[src/hw/rov_pkg.sv]
// constants and types shared by the output voter and the controller end
`default_nettype none
package rov_pkg;
   // -----------------------------------------------------------------
   // sizes
   // -----------------------------------------------------------------
   localparam int NCTL = 3;
   localparam int NPTS_DEF = 16;
   localparam int GD_WORDS = 64;
   localparam int GD_AW = 6;
   localparam int GD_DW = 16;
   localparam int LOG_W = 8;
   // -----------------------------------------------------------------
   // timing
   // -----------------------------------------------------------------
   localparam int CLK_NS = 50;
   localparam int SC_RETRIES = 3;
   localparam int SC_GAP_NS = 10000;
   localparam int SC_GAP_CYC = SC_GAP_NS / CLK_NS;
   localparam int AT_PULSE_NS = 1000;
   localparam int AT_PULSE_CYC = AT_PULSE_NS / CLK_NS;
   localparam int AT_GAP_NS = 100000;
   localparam int AT_GAP_CYC = AT_GAP_NS / CLK_NS;
   localparam int SETTLE_NS = 500;
   localparam int SETTLE_CYC = (SETTLE_NS + CLK_NS - 1) / CLK_NS;
   localparam int TMR_W = 12;
   // -----------------------------------------------------------------
   // reset values
   // -----------------------------------------------------------------
   localparam logic [2:0] ONLINE_RST = 3'h0;
   // -----------------------------------------------------------------
   // types
   // -----------------------------------------------------------------
   typedef enum logic [1:0] {
      rov_no_redund = 2'b00,
      rov_hot_standby = 2'b01,
      rov_duplex = 2'b10,
      rov_triple_vote_mode = 2'b11
   } rov_mode_t;
   typedef enum logic [1:0] {
      rov_sc_ok = 2'b00,
      rov_sc_off = 2'b01,
      rov_sc_latch = 2'b10
   } rov_sc_t;
endpackage
`default_nettype wire

[src/hw/rov_if.sv]
// field bus between the three controllers and one output unit
`default_nettype none
interface rov_if #(parameter int N = 16);
   logic upd;
   logic [2:0] cmd_valid;
   logic [2:0][N-1:0] cmd;
   logic [2:0] clr;
   logic [2:0] inhibit;
   logic rpt_valid;
   logic rpt_disc;
   logic [2:0] rpt_online;
   logic [N-1:0] rpt_disc_pts;
   logic sc_diag_valid;
   logic [N-1:0] sc_diag_pts;
   modport dev (
      input upd, cmd_valid, cmd, clr, inhibit,
      output rpt_valid, rpt_disc, rpt_online, rpt_disc_pts, sc_diag_valid, sc_diag_pts
   );
   modport ctl (
      output upd, cmd_valid, cmd, clr, inhibit,
      input rpt_valid, rpt_disc, rpt_online, rpt_disc_pts, sc_diag_valid, sc_diag_pts
   );
endinterface
`default_nettype wire

[src/hw/rov_voter.sv]
// output unit: voting, discrepancy report, short retry, failed switch, self-test
//
// Function
// [RULE1] three commands: drive the majority value
// [RULE2] two commands: configured either-on or both-on
// [RULE3] one command: follow that controller by default
// [RULE4] option: lone command forces configured default
// [RULE5] controllers send every load to all units
// [RULE6] mismatching commands raise discrepancy report to all
// [RULE7] controllers log report and raise status flag
// [RULE8] report carries online and offline controllers
// [RULE9] hot standby follows preferred, switches when lost
// [RULE10] preferred is highest bus address online
// [RULE11] short: off, retry, then latch and report
// [RULE12] any controller's clear releases latched short
// [RULE13] flag failed switch when sensed differs commanded
// [RULE14] pulse self-test reaches opposite state, no spurious faults
// [RULE15] controllers inhibit self-test; unit suspends it
// [RULE16] duplex/simplex units: pulse test only, no autotest
// [RULE17] controllers share startup data, 64-word global area
// [RULE18] vote each point per update, that update only
`default_nettype none
module rov_voter #(
   parameter int N = 16
) (
   input wire logic clk,
   input wire logic rst_b,
   rov_if.dev bus,
   input wire rov_pkg::rov_mode_t cfg_mode,
   input wire logic cfg_two_all,
   input wire logic cfg_single_default,
   input wire logic [N-1:0] cfg_default,
   input wire logic cfg_autotest_en,
   input wire logic pulse_test_req,
   input wire logic [N-1:0] short_in,
   input wire logic [N-1:0] sense_in,
   output logic [N-1:0] out_drive,
   output logic [N-1:0] fail_switch,
   output logic [N-1:0] sc_latched,
   output logic [N-1:0] at_fail,
   output logic at_busy
);
   import rov_pkg::*;
   localparam int IW = (N > 1) ? $clog2(N) : 1;
   // pins pass two flops; only the second one is ever read
   logic [N-1:0] sc_m_q, sc_s_q, sn_m_q, sn_s_q;
   // -----------------------------------------------------------------
   // voting
   // -----------------------------------------------------------------
   logic [N-1:0] cmd_q, cmd_d, and_v, or_v, maj_v, disc_v, disc_pts_q;
   logic [1:0] npres;
   logic [2:0] v, online_q;
   logic rpt_valid_q, rpt_disc_q;
   always_comb
   begin
      v = bus.cmd_valid;
      npres = 2'(v[0]) + 2'(v[1]) + 2'(v[2]);
      // absent controllers are masked out so they never sway the vote
      and_v = (bus.cmd[0] | {N{~v[0]}}) & (bus.cmd[1] | {N{~v[1]}}) &
              (bus.cmd[2] | {N{~v[2]}});
      or_v = (bus.cmd[0] & {N{v[0]}}) | (bus.cmd[1] & {N{v[1]}}) |
             (bus.cmd[2] & {N{v[2]}});
      maj_v = (bus.cmd[0] & bus.cmd[1]) | (bus.cmd[0] & bus.cmd[2]) |
              (bus.cmd[1] & bus.cmd[2]);
      disc_v = or_v & ~and_v; // RULE6
      cmd_d = cmd_q;
      if (bus.upd) // RULE18
      begin
         unique case (cfg_mode)
            rov_no_redund:
               cmd_d = v[0] ? bus.cmd[0] : cfg_default;
            rov_hot_standby:
               // index 0 sits at the highest reserved bus address
               cmd_d = v[0] ? bus.cmd[0] : // RULE10
                       v[1] ? bus.cmd[1] : // RULE9
                       v[2] ? bus.cmd[2] : cfg_default;
            rov_duplex, rov_triple_vote_mode:
            begin
               unique case (npres)
                  2'h3: cmd_d = maj_v; // RULE1
                  2'h2: cmd_d = cfg_two_all ? and_v : or_v; // RULE2
                  2'h1: cmd_d = cfg_single_default ? cfg_default : or_v; // RULE3 RULE4
                  2'h0: cmd_d = cfg_default;
               endcase
            end
         endcase
      end
   end
   always_ff @(posedge clk or negedge rst_b)
   begin
      if (!rst_b)
      begin
         cmd_q <= '0;
         rpt_valid_q <= 1'b0;
         rpt_disc_q <= 1'b0;
         online_q <= ONLINE_RST;
         disc_pts_q <= '0;
      end
      else
      begin
         cmd_q <= cmd_d;
         rpt_valid_q <= bus.upd;
         if (bus.upd)
         begin
            rpt_disc_q <= |disc_v; // RULE6
            online_q <= v; // RULE8
            disc_pts_q <= disc_v;
         end
      end
   end
   assign bus.rpt_valid = rpt_valid_q;
   assign bus.rpt_disc = rpt_disc_q;
   assign bus.rpt_online = online_q;
   assign bus.rpt_disc_pts = disc_pts_q;
   // -----------------------------------------------------------------
   // short circuit retry, one engine per point
   // -----------------------------------------------------------------
   logic [N-1:0] drive_q, drive_d, sc_block, sc_lat, sc_lat_q;
   logic sc_diag_q, sc_diag_d, clr_any;
   assign clr_any = |bus.clr;
   for (genvar g = 0; g < N; g++)
   begin : g_sc
      rov_sc_t st_q, st_d;
      logic [1:0] try_q, try_d;
      logic [TMR_W-1:0] gap_q, gap_d;
      always_comb
      begin
         st_d = st_q;
         try_d = cmd_q[g] ? try_q : 2'h0;
         gap_d = gap_q;
         unique case (st_q)
            rov_sc_ok:
               if (sc_s_q[g] && drive_q[g]) // RULE11
               begin
                  try_d = try_q + 2'h1;
                  gap_d = TMR_W'(SC_GAP_CYC - 1);
                  st_d = (try_q == 2'(SC_RETRIES - 1)) ? rov_sc_latch : rov_sc_off;
               end
            rov_sc_off:
               if (gap_q == '0)
                  st_d = rov_sc_ok;
               else
                  gap_d = gap_q - TMR_W'(1);
            rov_sc_latch:
               if (clr_any) // RULE12
               begin
                  st_d = rov_sc_ok;
                  try_d = 2'h0;
               end
            default:
               st_d = rov_sc_ok;
         endcase
      end
      always_ff @(posedge clk or negedge rst_b)
      begin
         if (!rst_b)
         begin
            st_q <= rov_sc_ok;
            try_q <= 2'h0;
            gap_q <= '0;
         end
         else
         begin
            st_q <= st_d;
            try_q <= try_d;
            gap_q <= gap_d;
         end
      end
      assign sc_block[g] = (st_q != rov_sc_ok);
      assign sc_lat[g] = (st_q == rov_sc_latch);
   end
   // one diagnostic pulse when any point newly latches; points latching in the same cycle share it
   assign sc_diag_d = |(sc_lat & ~sc_lat_q); // RULE11
   assign bus.sc_diag_valid = sc_diag_q;
   assign bus.sc_diag_pts = sc_lat_q;
   assign sc_latched = sc_lat_q;
   // -----------------------------------------------------------------
   // self-test pulses and failed switch
   // -----------------------------------------------------------------
   logic at_act_q, at_act_d, at_ok;
   logic [IW-1:0] at_idx_q, at_idx_d;
   logic [TMR_W-1:0] at_tmr_q, at_tmr_d, stl_q, stl_d;
   logic [N-1:0] at_fail_q, at_fail_d, fsw_q, fsw_d, flip;
   always_comb
   begin
      // the autotest is for triple vote units only; the pulse request is allowed in every mode
      at_ok = ((cfg_mode == rov_triple_vote_mode && cfg_autotest_en) || // RULE16
               pulse_test_req) && !(|bus.inhibit); // RULE15
      at_act_d = at_act_q;
      at_idx_d = at_idx_q;
      at_tmr_d = at_tmr_q;
      at_fail_d = at_fail_q & ~{N{clr_any}};
      flip = '0;
      if (at_act_q)
      begin
         flip[at_idx_q] = 1'b1; // RULE14
         if (at_tmr_q == '0)
         begin
            at_act_d = 1'b0;
            at_tmr_d = TMR_W'(AT_GAP_CYC - 1);
            at_idx_d = (at_idx_q == IW'(N - 1)) ? '0 : at_idx_q + IW'(1);
            if (sn_s_q[at_idx_q] == cmd_q[at_idx_q]) // RULE14
               at_fail_d[at_idx_q] = 1'b1;
         end
         else
            at_tmr_d = at_tmr_q - TMR_W'(1);
      end
      else if (at_ok)
      begin
         if (at_tmr_q != '0)
            at_tmr_d = at_tmr_q - TMR_W'(1);
         else if (!sc_block[at_idx_q])
         begin
            at_act_d = 1'b1;
            at_tmr_d = TMR_W'(AT_PULSE_CYC - 1);
         end
         else
            at_idx_d = (at_idx_q == IW'(N - 1)) ? '0 : at_idx_q + IW'(1);
      end
      // the field device must follow a pulse, else the pulsed point is flagged in at_fail
      drive_d = (cmd_q ^ flip) & ~sc_block;
      stl_d = (drive_d != drive_q) ? TMR_W'(SETTLE_CYC) :
              (stl_q != '0) ? stl_q - TMR_W'(1) : stl_q;
      // masked during pulses so the test never logs a spurious fault
      fsw_d = (stl_q == '0 && !at_act_q) ? (sn_s_q ^ drive_q) : fsw_q; // RULE13 RULE14
   end
   always_ff @(posedge clk or negedge rst_b)
   begin
      if (!rst_b)
      begin
         at_act_q <= 1'b0;
         at_idx_q <= '0;
         at_tmr_q <= '0;
         at_fail_q <= '0;
         fsw_q <= '0;
         drive_q <= '0;
         stl_q <= '0;
         sc_m_q <= '0;
         sc_s_q <= '0;
         sn_m_q <= '0;
         sn_s_q <= '0;
         sc_lat_q <= '0;
         sc_diag_q <= 1'b0;
      end
      else
      begin
         at_act_q <= at_act_d;
         at_idx_q <= at_idx_d;
         at_tmr_q <= at_tmr_d;
         at_fail_q <= at_fail_d;
         fsw_q <= fsw_d;
         drive_q <= drive_d;
         stl_q <= stl_d;
         sc_m_q <= short_in;
         sc_s_q <= sc_m_q;
         sn_m_q <= sense_in;
         sn_s_q <= sn_m_q;
         sc_lat_q <= sc_lat;
         sc_diag_q <= sc_diag_d;
      end
   end
   assign out_drive = drive_q;
   assign fail_switch = fsw_q;
   assign at_fail = at_fail_q;
   assign at_busy = at_act_q;
endmodule
`default_nettype wire

[src/flat_wrapper.sv]
// flat-port wrapper written by rule: the top's interface ports become plain ports
module rov_voter_flat import rov_pkg::*;
#(
   parameter int N = 16
)
  (clk, rst_b, cfg_mode, cfg_two_all, cfg_single_default, cfg_default, cfg_autotest_en, pulse_test_req, short_in, sense_in, out_drive, fail_switch, sc_latched, at_fail, at_busy, bus_upd, bus_cmd_valid, bus_cmd, bus_clr, bus_inhibit, bus_rpt_valid, bus_rpt_disc, bus_rpt_online, bus_rpt_disc_pts, bus_sc_diag_valid, bus_sc_diag_pts);
  rov_if #(.N(N)) bus_i ();
  input wire logic clk;
  input wire logic rst_b;
  input wire rov_pkg::rov_mode_t cfg_mode;
  input wire logic cfg_two_all;
  input wire logic cfg_single_default;
  input wire logic [N-1:0] cfg_default;
  input wire logic cfg_autotest_en;
  input wire logic pulse_test_req;
  input wire logic [N-1:0] short_in;
  input wire logic [N-1:0] sense_in;
  output logic [N-1:0] out_drive;
  output logic [N-1:0] fail_switch;
  output logic [N-1:0] sc_latched;
  output logic [N-1:0] at_fail;
  output logic at_busy;
  input wire logic [$bits(bus_i.upd)-1:0] bus_upd;
  input wire logic [$bits(bus_i.cmd_valid)-1:0] bus_cmd_valid;
  input wire logic [$bits(bus_i.cmd)-1:0] bus_cmd;
  input wire logic [$bits(bus_i.clr)-1:0] bus_clr;
  input wire logic [$bits(bus_i.inhibit)-1:0] bus_inhibit;
  output wire logic [$bits(bus_i.rpt_valid)-1:0] bus_rpt_valid;
  output wire logic [$bits(bus_i.rpt_disc)-1:0] bus_rpt_disc;
  output wire logic [$bits(bus_i.rpt_online)-1:0] bus_rpt_online;
  output wire logic [$bits(bus_i.rpt_disc_pts)-1:0] bus_rpt_disc_pts;
  output wire logic [$bits(bus_i.sc_diag_valid)-1:0] bus_sc_diag_valid;
  output wire logic [$bits(bus_i.sc_diag_pts)-1:0] bus_sc_diag_pts;
  assign bus_i.upd = bus_upd;
  assign bus_i.cmd_valid = bus_cmd_valid;
  assign bus_i.cmd = bus_cmd;
  assign bus_i.clr = bus_clr;
  assign bus_i.inhibit = bus_inhibit;
  assign bus_rpt_valid = bus_i.rpt_valid;
  assign bus_rpt_disc = bus_i.rpt_disc;
  assign bus_rpt_online = bus_i.rpt_online;
  assign bus_rpt_disc_pts = bus_i.rpt_disc_pts;
  assign bus_sc_diag_valid = bus_i.sc_diag_valid;
  assign bus_sc_diag_pts = bus_i.sc_diag_pts;
  rov_voter #(.N(N)) u_core (.clk(clk), .rst_b(rst_b), .bus(bus_i), .cfg_mode(cfg_mode), .cfg_two_all(cfg_two_all), .cfg_single_default(cfg_single_default), .cfg_default(cfg_default), .cfg_autotest_en(cfg_autotest_en), .pulse_test_req(pulse_test_req), .short_in(short_in), .sense_in(sense_in), .out_drive(out_drive), .fail_switch(fail_switch), .sc_latched(sc_latched), .at_fail(at_fail), .at_busy(at_busy));
endmodule
[config.mk]
export PLATFORM = sky130hd
export DESIGN_NAME = rov_voter_flat
export DESIGN_NICKNAME = d
export VERILOG_FILES = /design/src/hw/rov_pkg.sv /design/src/hw/rov_if.sv /design/src/hw/rov_voter.sv /design/src/flat_wrapper.sv
export SDC_FILE = /design/constraint.sdc
export NUM_CORES = 1
export LEC_CHECK = 0
export CORE_AREA = 2 2 248 250
export DETAILED_ROUTE_END_ITERATION = 16
export DIE_AREA = 0 0 250 252
export DONT_BUFFER_PORTS = 1
export RECOVER_POWER = 25
export SYNTH_ARGS = -nofsm -noshare
export SYNTH_HDL_FRONTEND = slang
export SYNTH_SLANG_ARGS = --single-unit
[constraint.sdc]
create_clock -name clk -period 2.9 [get_ports clk]
set_input_delay 0.145 -clock clk [delete_from_list [all_inputs] [get_ports clk]]
set_output_delay 0.145 -clock clk [all_outputs]
set_load 0.005 [all_outputs]
==> flow_metrics.py <==
metrics = {
    "status": {
        "run_status": "complete, but fails checks",
        "violations": "negative hold slack",
    },
    "routing": {
        "drtPass1Iterations": 9,
        "vias_per_cell": 5.71,
        "drt-total-wl_um": 66500,
        "num_vias": 19100,
        "drtIter0Drc": 1715,
        "wl_per_cell_um": 19.8,
        "drc": 0,
        "ant_nets": 0,
    },
    "sta": {
        "rsz0062_at_grt": "no",
        "setup_tns_ns": 0,
        "tightest_slew_ns": 0.972,
        "drv_slew": 0,
        "holdWs_ns": -0.735,
        "setup_viol": 0,
        "fmax_mhz": 364,
        "fin_worst_skew_ns": 0.0214,
        "fin_crit_ns": 2.75,
        "finalHoldViolations": 451,
        "max_slew_margin_pct": 34.7,
        "period_share_pct": 94.7,
    },
    "setup_path": {
        "end_kind": "flop",
        "crit_fanout": 10,
        "cp.required_ns": 3.40,
        "critPathLaunchType": "flop",
        "critPathKind": "reg2reg",
        "cp.arrival_ns": 3.25,
    },
    "placement": {
        "place_hpwl_um": 45800,
        "place_congestion": 0.867,
        "portBuffers": 0,
    },
    "synth": {
        "synth_top_family_by_area": "simple AND/OR/NAND/NOR gates",
        "synth-edff-count": 0,
        "synth_flop_cell": "dfrtp_1",
        "yosys.area_share.adder_pct": 3.65,
        "avgSynthCellArea_um2": 9.83,
        "ys_seq_area_share_pct": 47.2,
        "ys_types": 92,
        "yosys_warnings": 0,
        "syn_inst": 2430,
        "synth-simple-area-share_pct": 19.2,
        "synthesis.area_um2": 23900,
        "synthXorXnorAreaFrac_pct": 6.99,
        "synth-compound-area-share_pct": 16.3,
        "async_flop_share_pct": 100,
        "synth-seq-cells": 451,
        "synth_nets": 2601,
        "synth_mux_area_share_pct": 2.78,
    },
    "clock_tree": {
        "clockBufferDepth": 3,
        "htreeDepth": 2,
        "postCtsHoldBufs": 125,
        "cts.clk_slew.worst_paths_ns": 0.07,
        "cts_buffers": 50,
        "tritoncts": "done",
        "clock-sinks": 451,
        "cts_setup_buffers": 0,
        "clock_latency_ns": 0.60,
        "cts_root_buffer": "clkbuf_16",
    },
    "finish": {
        "multiInputGateArea_um2": 11700,
        "area.sequential_um2": 11300,
        "fin_util_pct": 46.1,
        "finalNetCount": 2699,
        "final_layout_size_suffix_gt1_share_pct": 9.39,
        "area_growth_pct": 16.1,
        "fillers": 5604,
    },
    "power": {
        "peakVddDrop_uv": 444,
        "pwr_density_cell_nw_per_um2": 785,
        "leakage_nw": 11.5,
    },
    "global_routing": {
        "antenna_found_initial": 5,
        "grt_max_degree": 452,
        "grt.total_usage_pct": 21.0,
        "grt_pass1_vias": 19100,
        "grt_pass1_wl_um": 106000,
        "overflow": 0,
    },
    "floorplan": {
        "dieArea_um2": 63000,
        "die_h_um": 252,
        "dieWidth_um": 250,
        "start_util_pct": 39.7,
        "io_pins": 217,
        "core_area_um2": 60100,
        "rows": 90,
    },
    "run": {
        "maxCapViolations": 0,
    },
    "worst_hold_path": {
        "min_path_type": "in2async",
    },
}
-- metal layers --
layer | share of wire [%] | global-route usage [%]
met1 | 43 | 27.2
met2 | 45 | 33.0
met3 | 8.4 | 5.87
met4 | 3.7 | 8.50
met5 | 0 | 0
-- cell type report --
cell class / count / share of cell area, %
multi-input combinational: 1760 / 42.2
sequential: 451 / 40.7
timing repair buffer: 179 / 6.07
clock buffer: 65 / 5.08
tap: 782 / 3.53
clock inverter: 26 / 1.31
inverter: 86 / 1.16
antenna: 2 / 0.0180
-- worst max-delay path, cell delays in order (launching register included) --
cell and delay [ns]:
dfrtp_1 0.43, clkinv_1 0.16, ha_1 0.27, and4bb_1 0.26
mux2_4 0.32, xnor2_1 0.18, nand3_1 0.14, or4_4 0.66
nor3_2 0.22
-- synthesized netlist by cell type, drive strengths merged (21+ instances only) --
cell       n  area (um^2)
dfrtp    451        11300
nor2     230          863
o21ai    152          761
nand2    135          507
a21oi    131          659
nor3     128          706
xnor2    113         1010
clkbuf    91          342
inv       84          315
xor2      75          657
nand2b    65          407
ha        56          701
nand3     51          255
nor2b     49          314
buf       42          262
nor4      42          282
o2111ai   36          315
a21o      33          248
or4       33          270
mux2      32          383
or3       29          186
o211ai    28          210
a31oi     27          169
o21a      23          173
o22ai     23          144
o31ai     22          170
nor3b     21          158
-- cell usage in the layout (no fill, tap or decap), types with 26 or more instances in the layout --
cell type      Yosys  routed
a21o_1            33      33
a21oi_1          130     130
a31oi_1           27      27
buf_4             17      54
clkbuf_16          0      51
dfrtp_1          451     451
dlygate4sd3_1      0     123
ha_1              56      56
inv_1             84      84
mux2_2            26      26
nand2_1          135     135
nand2b_1          65      65
nand3_1           51      51
nor2_1           230     229
nor2b_1           48      48
nor3_1           115     114
nor4_1            39      39
o2111ai_1         36      36
o211ai_1          28      28
o21ai_0          115     115
o21ai_1           37      37
or3_1             28      28
or4_1             27      26
xnor2_1          110     110
xor2_1            75      75
-- path summary, 6_finish.rpt --
path	end	startpoint	cells past startpoint	slack (ns)
worst max-delay path	u_core.stl_q[6]$_DFFE_PN0P_	u_core.at_idx_q[1]$_DFFE_PN0P_	8	0.15
worst min-delay path	u_core.g_sc[10].gap_q[10]$_DFFE_PN0P_	rst_b	0	-0.74
worst max register to register	u_core.stl_q[6]$_DFFE_PN0P_	u_core.at_idx_q[1]$_DFFE_PN0P_	8	0.15
worst min register to register	u_core.sn_s_q[1]$_DFF_PN0_	u_core.sn_m_q[1]$_DFF_PN0_	0	0.33
max in group asynchronous	u_core.bus.rpt_disc_pts[3]$_DFFE_PN0P_	rst_b	0	2.98
min in group clk	u_core.bus.rpt_disc_pts[0]$_DFFE_PN0P_	bus_cmd[16]	3	0.03
-- state kept, by name, summed over array words and instances (netlist names), 4 cells and up --
name,flops
u_core.sn_m_q,16
u_core.sn_s_q,16
u_core.sc_s_q,16
u_core.bus.sc_diag_pts,16
u_core.out_drive,16
u_core.at_tmr_q,12
u_core.g_sc.gap_q,192
u_core.g_sc.try_q,32
u_core.sc_m_q,16
u_core.cmd_q,16
u_core.stl_q,12
u_core.g_sc.st_q,32
u_core.fail_switch,16
u_core.bus.rpt_disc_pts,16
u_core.at_idx_q,4
u_core.at_fail,16
-- repair_timing --
item | 4_1_cts | 5_1_grt
hold endpoints to repair | 521 | 451
resized for setup | 1 | 0
endpoints found under the setup margin | 10 | 0
-- kinds of logic (layout without fill, tap and decap cells) --
| logic type | count (synthesis) | in the layout |
|---|---|---|
| other | 0 | 2 |
| buffers and inverters | 219 | 356 |
| and+or+nand+nor | 861 | 861 |
| AOI/OAI and AO/OA | 589 | 589 |
| DFF | 451 | 451 |
| xor gates and xnor gates | 188 | 188 |
| adders and majority gates | 72 | 72 |
| muxes | 50 | 50 |
-- through the flow --
step	hold WS [ns]	instances	worst slack [ns]	total power, mW	instance area, um^2
2_1_floorplan	-0.151	2430	0.0786	13.3	23900
3_3_place_gp	-0.106	3133	0.0330	14.5	24700
3_5_place_dp	-0.107	3133	-0.00560	14.8	24700
4_1_cts	-0.751	3349	0.162	21.9	27700
5_1_grt	-0.758	3351	0.0118	23.1	27700
6_report	-0.735	3351	0.152	21.8	27700
-- report_power, final --
group | leakage, nW | total (mW) | switching, mW | internal [mW]
combinational | 4.96 | 5.39 | 2.87 | 2.52
clock | 0.880 | 6.82 | 2.68 | 4.14
sequential | 5.62 | 9.56 | 1.75 | 7.81
total | 11.5 | 21.8 | 7.31 | 14.5
Power figures use the tool's default switching activity.
